==> src/esp_consts.vh <==
// constants for the engine setup parameter group codec
`ifndef ESP_CONSTS_VH
`define ESP_CONSTS_VH
`define ESP_DATA_PAGE      1'h0
`define ESP_PDU_FMT        8'hFE
`define ESP_PS_SPD         8'hED
`define ESP_PS_TMP         8'hEE
`define ESP_PS_FLD         8'hEF
`define ESP_PRIO           3'h6
`define ESP_SRC_ADDR       8'h00
`define ESP_UNDEF_BYTE     8'hFF
`define ESP_UNDEF_WORD     16'hFFFF
`define ESP_BYTE_MAX       18'h000FA
`define ESP_OILT_RAW_MAX   16'hFB00
`define ESP_CCP_RAW_MAX    16'hFAFE
`define ESP_TEMP_OFS       9'h028
`define ESP_OILT_OFS       17'h02220
`define ESP_CCP_OFS        17'h07D00
`define ESP_PRES4_MAX      10'h3E8
`define ESP_PRES2_MAX      9'h1F4
`define ESP_LEVEL_MAX      10'h3E8
`define ESP_CLK_HZ         40000000
`define ESP_TMP_PERIOD_MS  1000
`define ESP_FLD_PERIOD_MS  500
`define ESP_TMP_CYC        (`ESP_CLK_HZ / 1000 * `ESP_TMP_PERIOD_MS)
`define ESP_FLD_CYC        (`ESP_CLK_HZ / 1000 * `ESP_FLD_PERIOD_MS)
`define ESP_FIFO_DEPTH     8
`define ESP_FIFO_AW        3
`define ESP_FRAME_W        93
`define ESP_ST_IDLE        2'h1
`define ESP_ST_PUSH        2'h2
`endif

==> src/esp_fifo.v <==
// frame fifo with valid/ready on both sides
module esp_fifo #(
  parameter W     = 93,
  parameter DEPTH = 8,
  parameter AW    = 3
) (
  input  wire         clk_sys,
  input  wire         reset_n,
  input  wire         in_valid,
  output wire         in_ready,
  input  wire [W-1:0] in_data,
  output wire         out_valid,
  input  wire         out_ready,
  output wire [W-1:0] out_data
);
  reg [W-1:0] mem [0:DEPTH-1];
  reg [AW-1:0] wr_q;
  reg [AW-1:0] rd_q;
  reg [AW:0]   cnt_q;
  wire         push;
  wire         pop;
  localparam [AW:0] FULL_CNT = DEPTH[AW:0];

  assign in_ready  = (cnt_q != FULL_CNT);
  assign out_valid = (cnt_q != {(AW+1){1'b0}});
  assign out_data  = mem[rd_q];
  assign push      = in_valid & in_ready;
  assign pop       = out_valid & out_ready;

  always @(posedge clk_sys) begin
    if (push) begin
      mem[wr_q] <= in_data;
    end
  end

  // depth is a power of two, so the pointers wrap on their own
  always @(posedge clk_sys) begin
    if (!reset_n) begin
      wr_q  <= {AW{1'b0}};
      rd_q  <= {AW{1'b0}};
      cnt_q <= {(AW+1){1'b0}};
    end else begin
      if (push) begin
        wr_q <= wr_q + {{(AW-1){1'b0}}, 1'b1};
      end
      if (pop) begin
        rd_q <= rd_q + {{(AW-1){1'b0}}, 1'b1};
      end
      if (push & ~pop) begin
        cnt_q <= cnt_q + {{AW{1'b0}}, 1'b1};
      end else if (pop & ~push) begin
        cnt_q <= cnt_q - {{AW{1'b0}}, 1'b1};
      end
    end
  end
endmodule // esp_fifo

==> src/esp_tick.v <==
// periodic one-cycle tick generator
module esp_tick #(
  parameter PERIOD = 40000000
) (
  input  wire clk_sys,
  input  wire reset_n,
  output reg  tick_q
);
  localparam [31:0] LAST = PERIOD - 1;
  reg [31:0] cnt_q;

  always @(posedge clk_sys) begin
    if (!reset_n) begin
      cnt_q  <= 32'h00000000;
      tick_q <= 1'b0;
    end else if (cnt_q == LAST) begin
      cnt_q  <= 32'h00000000;
      tick_q <= 1'b1;
    end else begin
      cnt_q  <= cnt_q + 32'h00000001;
      tick_q <= 1'b0;
    end
  end
endmodule // esp_tick

==> src/esp_codec.v <==
// packs and unpacks the speed setup, engine temperature and fluid groups
// Behaviour
// - speed setup: PGN 65261, on request, bytes 4-8 undefined
// - byte 1 max vehicle speed, 1 km/h
// - byte 2 cruise upper set limit, 1 km/h
// - byte 3 cruise lower set limit, 1 km/h
// - temperature group PGN 65262 every 1 s
// - one-byte temps 1 degree, offset -40
// - oil temps 1/32 degree, offset -273, two bytes
// - fluid group PGN 65263 every 0.5 s
// - fuel and oil pressure 4 kPa per count
// - oil and coolant level 0.4 percent per count
// - crankcase pressure 1/128 kPa, offset -250
// - coolant pressure 2 kPa per count
`include "esp_consts.vh"
module esp_codec #(
  parameter TMP_PERIOD_CYC = `ESP_TMP_CYC,
  parameter FLD_PERIOD_CYC = `ESP_FLD_CYC,
  parameter [7:0] SRC_ADDR = `ESP_SRC_ADDR
) (
  input  wire               clk_sys,
  input  wire               reset_n,
  input  wire               spd_req,
  input  wire [7:0]         tx_spd_max_kph,
  input  wire [7:0]         tx_cc_hi_kph,
  input  wire [7:0]         tx_cc_lo_kph,
  input  wire signed [8:0]  tx_cool_temp_c,
  input  wire signed [8:0]  tx_fuel_temp_c,
  input  wire signed [16:0] tx_oil_temp_c32,
  input  wire signed [16:0] tx_turbo_temp_c32,
  input  wire signed [8:0]  tx_icool_temp_c,
  input  wire [9:0]         tx_fuel_pres_kpa,
  input  wire [9:0]         tx_oil_level_pm,
  input  wire [9:0]         tx_oil_pres_kpa,
  input  wire signed [16:0] tx_case_pres_k128,
  input  wire [8:0]         tx_cool_pres_kpa,
  input  wire [9:0]         tx_cool_level_pm,
  output wire               tx_valid,
  input  wire               tx_ready,
  output wire [28:0]        tx_id,
  output wire [63:0]        tx_data,
  output reg                tx_range_err_q,
  input  wire               rx_valid,
  input  wire [28:0]        rx_id,
  input  wire [63:0]        rx_data,
  output reg                rx_spd_upd_q,
  output reg                rx_tmp_upd_q,
  output reg                rx_fld_upd_q,
  output reg  [7:0]         rx_spd_max_kph_q,
  output reg  [7:0]         rx_cc_hi_kph_q,
  output reg  [7:0]         rx_cc_lo_kph_q,
  output reg  [2:0]         rx_spd_ok_q,
  output reg  signed [8:0]  rx_cool_temp_c_q,
  output reg  signed [8:0]  rx_fuel_temp_c_q,
  output reg  signed [16:0] rx_oil_temp_c32_q,
  output reg  signed [16:0] rx_turbo_temp_c32_q,
  output reg  signed [8:0]  rx_icool_temp_c_q,
  output reg  [4:0]         rx_tmp_ok_q,
  output reg  [9:0]         rx_fuel_pres_kpa_q,
  output reg  [9:0]         rx_oil_level_pm_q,
  output reg  [9:0]         rx_oil_pres_kpa_q,
  output reg  signed [16:0] rx_case_pres_k128_q,
  output reg  [8:0]         rx_cool_pres_kpa_q,
  output reg  [9:0]         rx_cool_level_pm_q,
  output reg  [5:0]         rx_fld_ok_q
);
  localparam ST_IDLE = `ESP_ST_IDLE;
  localparam ST_PUSH = `ESP_ST_PUSH;

  // byte field: negative or above 250 counts goes out as all ones
  function [7:0] fn_byte;
    input [17:0] raw;
    begin
      if (raw[17] || (raw > `ESP_BYTE_MAX)) begin
        fn_byte = `ESP_UNDEF_BYTE;
      end else begin
        fn_byte = raw[7:0];
      end
    end
  endfunction

  function [15:0] fn_word;
    input [17:0] raw;
    input [15:0] max;
    begin
      if (raw[17] || raw[16] || (raw[15:0] > max)) begin
        fn_word = `ESP_UNDEF_WORD;
      end else begin
        fn_word = raw[15:0];
      end
    end
  endfunction

  function fn_ok8;
    input [7:0] raw;
    begin
      fn_ok8 = ({10'h000, raw} <= `ESP_BYTE_MAX);
    end
  endfunction

  function [28:0] fn_id;
    input [7:0] ps;
    input [7:0] sa;
    begin
      fn_id = {`ESP_PRIO, 1'b0, `ESP_DATA_PAGE, `ESP_PDU_FMT, ps, sa};
    end
  endfunction

  // data page and format are common to all three groups
  function fn_rx_hit;
    input [28:0] id;
    input [7:0]  ps;
    begin
      fn_rx_hit = (id[24] == `ESP_DATA_PAGE) & (id[23:16] == `ESP_PDU_FMT)
                & (id[15:8] == ps);
    end
  endfunction

  wire        tmp_tick;
  wire        fld_tick;
  reg  [1:0]  state_q;
  reg  [2:0]  pend_q;
  reg  [2:0]  pend_d;
  reg  [2:0]  sel_q;
  reg  [`ESP_FRAME_W-1:0] frame_q;
  wire        fifo_in_ready;
  wire        fifo_in_valid;
  wire        push_done;
  wire [2:0]  evt;
  wire [`ESP_FRAME_W-1:0] fifo_out;

  esp_tick #(.PERIOD(TMP_PERIOD_CYC)) u_tmp_tick (
    .clk_sys (clk_sys),
    .reset_n (reset_n),
    .tick_q  (tmp_tick)
  );

  esp_tick #(.PERIOD(FLD_PERIOD_CYC)) u_fld_tick (
    .clk_sys (clk_sys),
    .reset_n (reset_n),
    .tick_q  (fld_tick)
  );

  // transmit raw values, scaled from physical units
  wire [17:0] r_cool  = {{9{tx_cool_temp_c[8]}}, tx_cool_temp_c}
                        + {9'h000, `ESP_TEMP_OFS};
  wire [17:0] r_fuelt = {{9{tx_fuel_temp_c[8]}}, tx_fuel_temp_c}
                        + {9'h000, `ESP_TEMP_OFS};
  wire [17:0] r_icool = {{9{tx_icool_temp_c[8]}}, tx_icool_temp_c}
                        + {9'h000, `ESP_TEMP_OFS};
  wire [17:0] r_oilt  = {tx_oil_temp_c32[16], tx_oil_temp_c32}
                        + {1'b0, `ESP_OILT_OFS};
  wire [17:0] r_turbo = {tx_turbo_temp_c32[16], tx_turbo_temp_c32}
                        + {1'b0, `ESP_OILT_OFS};
  wire [17:0] r_case  = {tx_case_pres_k128[16], tx_case_pres_k128}
                        + {1'b0, `ESP_CCP_OFS};
  // physical limit checked before the shift, since truncation hides overshoot
  wire [17:0] r_fuelp = (tx_fuel_pres_kpa > `ESP_PRES4_MAX) ? 18'h3FFFF :
                        {10'h000, tx_fuel_pres_kpa[9:2]};
  wire [17:0] r_oilp  = (tx_oil_pres_kpa > `ESP_PRES4_MAX) ? 18'h3FFFF :
                        {10'h000, tx_oil_pres_kpa[9:2]};
  wire [17:0] r_oill  = (tx_oil_level_pm > `ESP_LEVEL_MAX) ? 18'h3FFFF :
                        {10'h000, tx_oil_level_pm[9:2]};
  wire [17:0] r_cooll = (tx_cool_level_pm > `ESP_LEVEL_MAX) ? 18'h3FFFF :
                        {10'h000, tx_cool_level_pm[9:2]};
  wire [17:0] r_coolp = (tx_cool_pres_kpa > `ESP_PRES2_MAX) ? 18'h3FFFF :
                        {10'h000, tx_cool_pres_kpa[8:1]};

  wire [15:0] w_oilt  = fn_word(r_oilt, `ESP_OILT_RAW_MAX);
  wire [15:0] w_turbo = fn_word(r_turbo, `ESP_OILT_RAW_MAX);
  wire [15:0] w_case  = fn_word(r_case, `ESP_CCP_RAW_MAX);

  // payload byte n sits at bits 8n-1..8n-8
  wire [63:0] pay_spd = {{5{`ESP_UNDEF_BYTE}},
                         fn_byte({10'h000, tx_cc_lo_kph}),
                         fn_byte({10'h000, tx_cc_hi_kph}),
                         fn_byte({10'h000, tx_spd_max_kph})};
  wire [63:0] pay_tmp = {`ESP_UNDEF_BYTE,
                         fn_byte(r_icool),
                         w_turbo[15:8], w_turbo[7:0],
                         w_oilt[15:8], w_oilt[7:0],
                         fn_byte(r_fuelt), fn_byte(r_cool)};
  wire [63:0] pay_fld = {fn_byte(r_cooll), fn_byte(r_coolp),
                         w_case[15:8], w_case[7:0],
                         fn_byte(r_oilp), fn_byte(r_oill),
                         `ESP_UNDEF_BYTE,
                         fn_byte(r_fuelp)};

  // valid raws never reach all ones, so all ones marks a clipped field
  wire bad_spd = (pay_spd[7:0] == `ESP_UNDEF_BYTE) | (pay_spd[15:8] == `ESP_UNDEF_BYTE)
               | (pay_spd[23:16] == `ESP_UNDEF_BYTE);
  wire bad_tmp = (pay_tmp[7:0] == `ESP_UNDEF_BYTE) | (pay_tmp[15:8] == `ESP_UNDEF_BYTE)
               | (w_oilt == `ESP_UNDEF_WORD) | (w_turbo == `ESP_UNDEF_WORD)
               | (pay_tmp[55:48] == `ESP_UNDEF_BYTE);
  wire bad_fld = (pay_fld[7:0] == `ESP_UNDEF_BYTE) | (pay_fld[23:16] == `ESP_UNDEF_BYTE)
               | (pay_fld[31:24] == `ESP_UNDEF_BYTE) | (w_case == `ESP_UNDEF_WORD)
               | (pay_fld[55:48] == `ESP_UNDEF_BYTE) | (pay_fld[63:56] == `ESP_UNDEF_BYTE);

  // speed setup only on request, the others on their own timers
  assign evt       = {fld_tick, tmp_tick, spd_req};
  assign fifo_in_valid = (state_q == ST_PUSH);
  assign push_done     = fifo_in_valid & fifo_in_ready;

  // a new event in the clearing cycle keeps its pending bit
  always @* begin
    pend_d = pend_q | evt;
    if (push_done) begin
      pend_d = (pend_q & ~sel_q) | evt;
    end
  end

  always @(posedge clk_sys) begin
    if (!reset_n) begin
      state_q        <= ST_IDLE;
      pend_q         <= 3'h0;
      sel_q          <= 3'h0;
      frame_q        <= {`ESP_FRAME_W{1'b0}};
      tx_range_err_q <= 1'b0;
    end else begin
      pend_q         <= pend_d;
      // one pulse per built frame with a clipped field, not sticky
      tx_range_err_q <= 1'b0;
      case (state_q)
        ST_IDLE: begin
          // fixed priority: request answer first, then the faster group
          if (pend_q[0]) begin
            sel_q          <= 3'h1;
            frame_q        <= {fn_id(`ESP_PS_SPD, SRC_ADDR), pay_spd};
            tx_range_err_q <= bad_spd;
            state_q        <= ST_PUSH;
          end else if (pend_q[2]) begin
            sel_q          <= 3'h4;
            frame_q        <= {fn_id(`ESP_PS_FLD, SRC_ADDR), pay_fld};
            tx_range_err_q <= bad_fld;
            state_q        <= ST_PUSH;
          end else if (pend_q[1]) begin
            sel_q          <= 3'h2;
            frame_q        <= {fn_id(`ESP_PS_TMP, SRC_ADDR), pay_tmp};
            tx_range_err_q <= bad_tmp;
            state_q        <= ST_PUSH;
          end
        end
        ST_PUSH: begin
          if (fifo_in_ready) begin
            state_q <= ST_IDLE;
          end
        end
        default: begin
          state_q <= ST_IDLE;
        end
      endcase
    end
  end

  // back-pressure from the message layer stalls the packer in ST_PUSH
  esp_fifo #(
    .W     (`ESP_FRAME_W),
    .DEPTH (`ESP_FIFO_DEPTH),
    .AW    (`ESP_FIFO_AW)
  ) u_fifo (
    .clk_sys   (clk_sys),
    .reset_n   (reset_n),
    .in_valid  (fifo_in_valid),
    .in_ready  (fifo_in_ready),
    .in_data   (frame_q),
    .out_valid (tx_valid),
    .out_ready (tx_ready),
    .out_data  (fifo_out)
  );

  assign tx_id   = fifo_out[`ESP_FRAME_W-1:64];
  assign tx_data = fifo_out[63:0];

  // receive side: priority and source address are not matched
  wire rx_spd = rx_valid & fn_rx_hit(rx_id, `ESP_PS_SPD);
  wire rx_tmp = rx_valid & fn_rx_hit(rx_id, `ESP_PS_TMP);
  wire rx_fld = rx_valid & fn_rx_hit(rx_id, `ESP_PS_FLD);
  wire [15:0] rx_w_oilt  = {rx_data[31:24], rx_data[23:16]};
  wire [15:0] rx_w_turbo = {rx_data[47:40], rx_data[39:32]};
  wire [15:0] rx_w_case  = {rx_data[47:40], rx_data[39:32]};

  always @(posedge clk_sys) begin
    if (!reset_n) begin
      rx_spd_upd_q        <= 1'b0;
      rx_tmp_upd_q        <= 1'b0;
      rx_fld_upd_q        <= 1'b0;
      rx_spd_max_kph_q    <= 8'h00;
      rx_cc_hi_kph_q      <= 8'h00;
      rx_cc_lo_kph_q      <= 8'h00;
      rx_spd_ok_q         <= 3'h0;
      rx_cool_temp_c_q    <= 9'h000;
      rx_fuel_temp_c_q    <= 9'h000;
      rx_oil_temp_c32_q   <= 17'h00000;
      rx_turbo_temp_c32_q <= 17'h00000;
      rx_icool_temp_c_q   <= 9'h000;
      rx_tmp_ok_q         <= 5'h00;
      rx_fuel_pres_kpa_q  <= 10'h000;
      rx_oil_level_pm_q   <= 10'h000;
      rx_oil_pres_kpa_q   <= 10'h000;
      rx_case_pres_k128_q <= 17'h00000;
      rx_cool_pres_kpa_q  <= 9'h000;
      rx_cool_level_pm_q  <= 10'h000;
      rx_fld_ok_q         <= 6'h00;
    end else begin
      rx_spd_upd_q <= rx_spd;
      rx_tmp_upd_q <= rx_tmp;
      rx_fld_upd_q <= rx_fld;
      // bytes 4-8 of the setup frame are ignored
      if (rx_spd) begin
        rx_spd_max_kph_q <= rx_data[7:0];
        rx_cc_hi_kph_q   <= rx_data[15:8];
        rx_cc_lo_kph_q   <= rx_data[23:16];
        rx_spd_ok_q      <= {fn_ok8(rx_data[23:16]), fn_ok8(rx_data[15:8]),
                             fn_ok8(rx_data[7:0])};
      end
      // values land even with the ok bit clear; users gate on it
      if (rx_tmp) begin
        rx_cool_temp_c_q    <= {1'b0, rx_data[7:0]} - `ESP_TEMP_OFS;
        rx_fuel_temp_c_q    <= {1'b0, rx_data[15:8]} - `ESP_TEMP_OFS;
        rx_oil_temp_c32_q   <= {1'b0, rx_w_oilt} - `ESP_OILT_OFS;
        rx_turbo_temp_c32_q <= {1'b0, rx_w_turbo} - `ESP_OILT_OFS;
        rx_icool_temp_c_q   <= {1'b0, rx_data[55:48]} - `ESP_TEMP_OFS;
        rx_tmp_ok_q <= {fn_ok8(rx_data[55:48]),
                        (rx_w_turbo <= `ESP_OILT_RAW_MAX),
                        (rx_w_oilt <= `ESP_OILT_RAW_MAX),
                        fn_ok8(rx_data[15:8]), fn_ok8(rx_data[7:0])};
      end
      if (rx_fld) begin
        rx_fuel_pres_kpa_q  <= {rx_data[7:0], 2'b00};
        rx_oil_level_pm_q   <= {rx_data[23:16], 2'b00};
        rx_oil_pres_kpa_q   <= {rx_data[31:24], 2'b00};
        rx_case_pres_k128_q <= {1'b0, rx_w_case} - `ESP_CCP_OFS;
        rx_cool_pres_kpa_q  <= {rx_data[55:48], 1'b0};
        rx_cool_level_pm_q  <= {rx_data[63:56], 2'b00};
        rx_fld_ok_q <= {fn_ok8(rx_data[63:56]), fn_ok8(rx_data[55:48]),
                        (rx_w_case <= `ESP_CCP_RAW_MAX),
                        fn_ok8(rx_data[31:24]), fn_ok8(rx_data[23:16]),
                        fn_ok8(rx_data[7:0])};
      end
    end
  end
endmodule // esp_codec

==> config.mk <==
export PLATFORM = sky130hd
export DESIGN_NAME = esp_codec
export DESIGN_NICKNAME = d
export VERILOG_FILES = /design/src/esp_fifo.v /design/src/esp_tick.v /design/src/esp_codec.v
export VERILOG_INCLUDE_DIRS = /design/src
export SDC_FILE = /design/constraint.sdc
export NUM_CORES = 1
export LEC_CHECK = 0
export BUFFER_PORTS_ARGS = -buffer_cell sky130_fd_sc_hd__buf_2
export CORE_ASPECT_RATIO = 0.9
export CORE_MARGIN = 1.5
export CORE_UTILIZATION = 30
export CTS_BUF_LIST = sky130_fd_sc_hd__clkbuf_8
export DETAILED_ROUTE_END_ITERATION = 7
export PLACE_DENSITY = 0.5
export SLEW_MARGIN = 25
export SYNTH_ARGS = -nofsm -noshare
export SYNTH_HDL_FRONTEND = slang
export SYNTH_SLANG_ARGS = --single-unit
==> constraint.sdc <==
create_clock -name clk_sys -period 13.7 [get_ports clk_sys]
set_input_delay 4.11 -clock clk_sys [delete_from_list [all_inputs] [get_ports clk_sys]]
set_output_delay 4.11 -clock clk_sys [all_outputs]
set_load 0.005 [all_outputs]
==> metrics.txt, run 1 <==
cell family with most CP delay=buffers and inverters; Worst Skew=roughly 40 ps; Reg2Reg Launch Point=pend_q[0]$_SDFF_PN0_; Initial Util=30.2%; worst reg2reg path depth=9; Hold Crit Start=u_fld_tick.tick_q$_SDFF_PN0_; Detailed Route Iter0 Violations=1,579; Worst slew margin=23.6%; Adder-Cell Fraction of Synth Area=0.961%; Skew-Pair Late Insertion Delay=800 ps; hold depth=2; Synth async-reset ratio=0%; initial antenna violation count=11; post-synthesis xor/xnor area fraction=3.31%; min-delay worst type=reg2reg; Residual DRC=0; mux cell area share after synthesis=11.5%; first-pass GRT wire length=approximately 150,000 µm; VDD IR-drop max=about 70 µV; post-CTS setup buffer count=0; worst-path maximum fanout=38; total number of vias=23,000; HPWL after DPL=between 60,000 and 70,000 µm; Leak=0.0150 µW; Post-Synthesis Cells=2,573; kind of critical path=reg2out; CTS tree=yes; I/O pin cnt=512; Top cell by count, worst path=buf_4; Crit Reg-Reg Endpoint=frame_q[29]$_SDFFE_PN0P_; Simple-Gate Fraction of Synth Area=9.47%; Slew Limit Fails=0; CTS H-tree lvls=4; Synth area leaders=edfxtp_1 (46%), dfxtp_1 (18%), mux4_2 (8.7%), a21oi_1 (2.8%), nor2_1 (2.7%); largest net degree at the start of global routing=just over 90; clock-pin slew on the worst setup and hold paths=60 ps; R2R setup slack=9290 ps; synth warn=0; Hold Path End=pend_q[2]$_SDFF_PN0_; final setup TNS=0 ps; DRT Pass-1 Iters=5; post-synthesis instance area=34,600 µm²; drt wl/cell=~22 µm; CP Capture Type=output port; sequential area share after synthesis=64.6%; CP max-delay cell=dfxtp_4; most numerous cell in the Yosys netlist=edfxtp_1; Hold Vio Cnt, Final=0; Post-synth EDFFs=between 500 and 600; clock sink count=850; largest family of logic cells by synthesized area=multiplexers; Area Overhead vs Synth=20.2%; Core ar.=115,000 µm²; Final #Nets=3,371; Yosys cell types=74; Post-CTS Resized=0; FP Rows=118; vias per cell=4.88; total power=between 5000 and 6000 µW; detailed-route wire length=102,000 µm; # port buffers=477; PD cells=139 nW/µm²; Final ANT Viol Nets=0; die area=117,000 µm²; CP required=about 9600 ps; CP max stage delay=roughly 820 ps; # fillers=approximately 11,000; CTS buffer count=around 150; Buf+Inv Stages, Crit Path=3; final setup violation count=0; root buffer cell=clkbuf_8; Tightest Pin Transition=roughly 1100 ps; max-cap check violation count=0; type of origin of the critical path=register; grt ovf=0; CTS Hold Bufs=0; crit share post-route=around three fifths; Max Freq=120 MHz; Tot GR Track Use=between 10% and 20%; layout cells sized above 1=29.9%; Commonest cells post-synth=edfxtp_1 (536), dfxtp_1 (314), nor2_1 (250), nand2_1 (240), a21oi_1 (195); area share of the leading cell type in the synthesized netlist=46.5%; maximum clock insertion buffer count=3; CP Cell Sequence=buf_4, buf_4, mux4_2, mux2_2, buf_2; crit path time final=8310 ps; Final Wtd Congestion=0.817; Syn Area/Cell=13.5 µm²; post-synth top area cell=edfxtp_1; prevailing post-synth register cell=edfxtp_1; Compound-Gate Fraction of Synth Area=7.34%; chip height=325 µm; Die X=361 µm; vias in the first global route=23,000; status=completed; Seq cells post-synth=between 800 and 900; critical path arrival=between 4000 and 5000 ps; RSZ-0062 raised after global routing=no; Hold WS=approximately 440 ps
[final cells by class]
cell class                      instances  area, µm²  share of cell area (%)
Sequential cell                       850      22400                    53.8
Antenna cell                            2       5.00                  0.0120
Multi-Input combinational cell       1536      11500                    27.6
Clock buffer                          176       2420                    5.82
Clock inverter                         94        518                    1.24
Tap cell                             1500       1880                    4.51
Inverter                               42        165                   0.397
Timing Repair Buffer                  518       2750                    6.60
[metrics by stage]
| stage | setup slack (ps) | instances | area, µm² | utilization [%] |
|---|---|---|---|---|
| 6_report | 5390 | 4718 | 41600 | 36.3 |
| 5_1_grt | 4950 | 4717 | 41600 | 36.3 |
| 4_1_cts | 5120 | 4716 | 41600 | 36.3 |
| 3_5_place_dp | 6030 | 4446 | 38700 | 33.7 |
| 3_3_place_gp | 6050 | 4443 | 38600 | 33.6 |
| 2_1_floorplan | 7330 | 2594 | 34700 | - |
[routing by layer]
metal / vias up / track usage, % / routed length (µm) / part of all wire [%]
li1: 10700 / - / - / -
met1: 11400 / 22.5 / 44600 / 44
met2: 822 / 27.7 / 48300 / 47
met3: 142 / 4.58 / 7500 / 7.3
met4: 8 / 4.66 / 1830 / 1.8
met5: - / 0 / 46 / 0.045
[power breakdown]
| group | internal, µW | total [µW] | switching (µW) |
|---|---|---|---|
| clock | 1200 | 2270 | 1070 |
| combinational | 332 | 677 | 345 |
| sequential | 2770 | 2840 | 72.8 |
| total | 4300 | 5790 | 1490 |
[sequential cells by signal, indices dropped and copies added (netlist names), 9 cells and up, named ones only]
name / cells
u_fifo.mem: 536
frame_q: 67
u_fld_tick.cnt_q: 32
u_tmp_tick.cnt_q: 32
rx_case_pres_k128_q: 17
rx_oil_temp_c32_q: 17
rx_turbo_temp_c32_q: 17
rx_cool_temp_c_q: 9
rx_fuel_temp_c_q: 9
rx_icool_temp_c_q: 9
[cells in the final DEF, fill, tap and decap left out, types with 38 or more instances in the layout]
master / n
a211oi_1: 41
a21oi_1: 195
buf_2: 477
buf_4: 38
clkbuf_8: 176
dfxtp_1: 311
edfxtp_1: 536
inv_1: 101
mux2_2: 68
mux4_2: 134
nand2_1: 240
nand3_1: 52
nor2_1: 241
o21ai_0: 75
xnor2_1: 66
xor2_1: 65
[how the worst max path moves through the flow]
stage                     depth (start not counted)           to  slack, ps  startpoint
after floorplan                                   6    tx_id[11]       7330    register
after global placement                            5  tx_data[47]       6050    register
after detailed placement                          5   tx_data[0]       6030    register
after CTS                                         5  tx_data[47]       5120    register
after global routing                              5  tx_data[18]       4950    register
final                                             5  tx_data[27]       5390    register
[cells by family after synthesis]
family | count (synthesis)
fa+ha+maj | 26
other cells | 1
flops | 850
xor+xnor | 131
compound gates | 413
mux | 223
simple gates | 721
buf+inv | 208
[worst reg2reg max path, cell delays in order, from the launching register on]
cell,delay [ps]
dfxtp_1,300
buf_4,310
clkinv_1,550
nand2_1,690
o21a_2,730
buf_4,570
o21ai_0,280
a31oi_1,710
a21oi_1,80
nor2_1,120
Note: power is estimated with default switching activity, not from simulation.
==> run 2: changes to the inputs <==
- ABC_AREA: not set -> 1
- PLACE_DENSITY: 0.5 -> 0.52
- clock period: 13.7 -> 7.3 ns (I/O delays scaled with it)
==> run 2 against run 1 <==
  * Power up 110%
  * Design area rose by 2.7%
  * Critical path depth up 2
==> metrics.txt, run 2 <==
root buffer cell=clkbuf_8; type of origin of the critical path=register; layout cells sized above 1=18.6% (-11 points); PD cells=284 nW/µm² (+100%); CP max stage delay=780 ps (-40 ps); dpl cell area=39,800 µm² (+2.9%); final setup TNS=0 ps (unchanged); kind of critical path=reg2out; worst-path maximum fanout=136 (+260%); die area=122,000 µm² (+3.9%); Final #Nets=4,392 (+30%); initial antenna violation count=25 (+14); critical path arrival=3700 ps (-500 ps); Post-Synthesis Cells=3,660 (+42%); Post-synth EDFFs=536 (unchanged); Seq cells post-synth=850 (unchanged); maximum clock insertion buffer count=3 (unchanged); I/O pin cnt=512 (unchanged); drt wl/cell=19.4 µm (-10%); grt ovf=0 (unchanged); Detailed Route Iter0 Violations=1,626 (+3.0%); commonest non-fill, non-tap cell in the layout=nor2_1; Final ANT Viol Nets=0 (unchanged); Worst slew margin=31.7% (+8.1 points); Buf+Inv Stages, Crit Path=3 (unchanged); final core occ=36.0% (-0.33 points); design area=42,800 µm² (+2.7%); Slew Limit Fails=0 (unchanged); HPWL after DPL=73,100 µm (+10%); sequential area share after synthesis=62.2% (-2.4 points); most frequent cells in the layout=nor2_1 (692), edfxtp_1 (536), buf_2 (476); DRT Pass-1 Iters=5 (unchanged); Final Wtd Congestion=0.840 (+2.9%); Reg2Reg Launch Point=u_fifo.cnt_q[0]$_SDFFE_PN0P_; RSZ-0062 raised after global routing=no; chip height=331 µm (+1.9%); Tightest Pin Transition=1020 ps (-114 ps); Syn Area/Cell=9.83 µm² (-27%); synth warn=0 (unchanged); total number of vias=28,000 (+22%); final setup violation count=0 (unchanged); Hold Vio Cnt, Final=0 (unchanged); number of cells after detailed placement=5,554 (+25%); post-CTS setup buffer count=0 (unchanged); CP required=5110 ps (-4480 ps); CTS tree=yes; max-cap check violation count=0 (unchanged); vias per cell=4.80 (-1.7%); CTS Hold Bufs=0 (unchanged); # fillers=12,100 (+8.5%); max reg flops=536 (unchanged); Die X=368 µm (+1.9%); CTS H-tree lvls=4 (unchanged); prevailing post-synth register cell=edfxtp_1; Max Freq=approximately 170 MHz; Area Overhead vs Synth=18.9%; post-synthesis instance area=36,000 µm² (+3.9%); clock sink count=850 (unchanged); VDD IR-drop max=259 µV (+270%); Skew-Pair Late Insertion Delay=820 ps (+20 ps); largest net degree at the start of global routing=159 (+71%); clock-pin slew on the worst setup and hold paths=60 ps (about the same); Residual DRC=0 (unchanged); FP Rows=120 (+1.7%); Leak=0.0167 µW (+12%); CP max-delay cell=inv_6; Final Non-Filler Cells=5,832 (+24%); min-delay worst type=reg2reg; Synth async-reset ratio=0% (unchanged); area of the multi-input gates=11,700 µm² (+2.1%); Crit Reg-Reg Endpoint=u_fifo.mem[2][42]$_DFFE_PP_; status=completed; CTS buffer count=147 (-0.68%); Yosys cell types=54 (-27%); first-pass GRT wire length=169,000 µm (+12%); worst reg2reg path depth=7 (-2); CP Cell Sequence=inv_6, buf_4, o21ai_0, o22ai_1, nor2_1, a31oi_1, buf_2; Initial Util=30.2% (+0.070 points); Commonest cells post-synth=nor2_1 (701), edfxtp_1 (536), o21ai_0 (473), nand2_1 (321), dfxtp_1 (314); Worst Setup EP=tx_data[43]; most numerous cell in the Yosys netlist=nor2_1; area share of the leading cell type in the synthesized netlist=44.7% (-1.7 points); # port buffers=477 (unchanged); Worst Skew=37.0 ps (-2.81 ps); total power=12,200 µW (+110%); vias in the first global route=26,800 (+16%); Post-CTS Resized=0 (unchanged); Sequential Area=22,400 µm² (about the same); critical path depth in cells=7 (+2); R2R setup slack=3970 ps (-5320 ps); detailed-route wire length=113,000 µm (+11%); CP Capture Type=output port; Tot GR Track Use=18.1% (+1.0 points); crit path time final=just under 6000 ps; biggest regs=u_fifo.mem: 536 flops, frame_q: 67 flops; Synth area leaders=edfxtp_1 (45%), dfxtp_1 (17%), nor2_1 (7.3%), o21ai_0 (6.6%), nand2_1 (3.3%); Core ar.=119,000 µm² (+3.7%); Biggest register=u_fifo.mem; crit share post-route=80.6%; Hold Crit Start=u_fld_tick.tick_q$_SDFF_PN0_; post-synth top area cell=edfxtp_1; cell family with most CP delay=buffers and inverters
-- run 2: worst min-delay path by stage --
| stage | endpoint | slack (ps) | cells past startpoint |
|---|---|---|---|
| after floorplan | pend_q[2]$_SDFF_PN0_ | 410 | 2 |
| after global placement | pend_q[2]$_SDFF_PN0_ | 420 | 2 |
| after detailed placement | pend_q[2]$_SDFF_PN0_ | 430 | 2 |
| after CTS | pend_q[2]$_SDFF_PN0_ | 430 | 2 |
| after global routing | pend_q[2]$_SDFF_PN0_ | 460 | 2 |
| final | pend_q[2]$_SDFF_PN0_ | 430 | 2 |
-- run 2: logic make-up after synthesis --
logic type / after synthesis / synth area share (%)
other: 1 / 0.0104
adder cells (fa/ha/maj): 26 / 0.925
flip-flops: 850 / 62.2
XOR/XNOR: 65 / 1.58
AO/OA/AOI/OAI: 926 / 14.2
buffers and inverters: 482 / 5.65
AND/OR/NAND/NOR: 1310 / 15.4
-- run 2: routing by layer --
layer	part of all wire, %	up-vias	routed length (µm)	track usage [%]
met5	0.15	-	175	0
met4	1.7	28	1980	4.82
met3	7.6	164	8590	5.20
met2	46	803	51900	28.8
met1	45	13300	50800	24.1
li1	-	13700	-	-
-- run 2: final cells by class --
class                      instances  area share, %
multi-input combinational       2349           27.5
timing repair buffer             514           6.37
inverter                         255           2.27
clock buffer                     167           5.38
tap                             1586           4.64
sequential                       850           52.4
clock inverter                   101           1.45
antenna                           10         0.0585
-- run 2: worst min-delay path: cells and delay by family (launching register included) --
| kind | cells | cell delay, ps |
|---|---|---|
| and+or+nand+nor | 1 | 70 |
| AOI/OAI and AO/OA | 1 | 40 |
| DFF | 1 | 310 |
-- run 2: power breakdown --
group | switching (µW) | internal, µW | total (µW)
Combinational | 1650 | 822 | 2470
Clock | 2040 | 2260 | 4300
Sequential | 173 | 5210 | 5390
Total | 3860 | 8300 | 12200
-- run 2: through the flow --
step,hold WS (ps),setup WS (ps)
floorplan,413,2940
global placement,420,2240
detailed placement,432,2220
CTS,434,1310
global route,456,1160
finish,431,1410
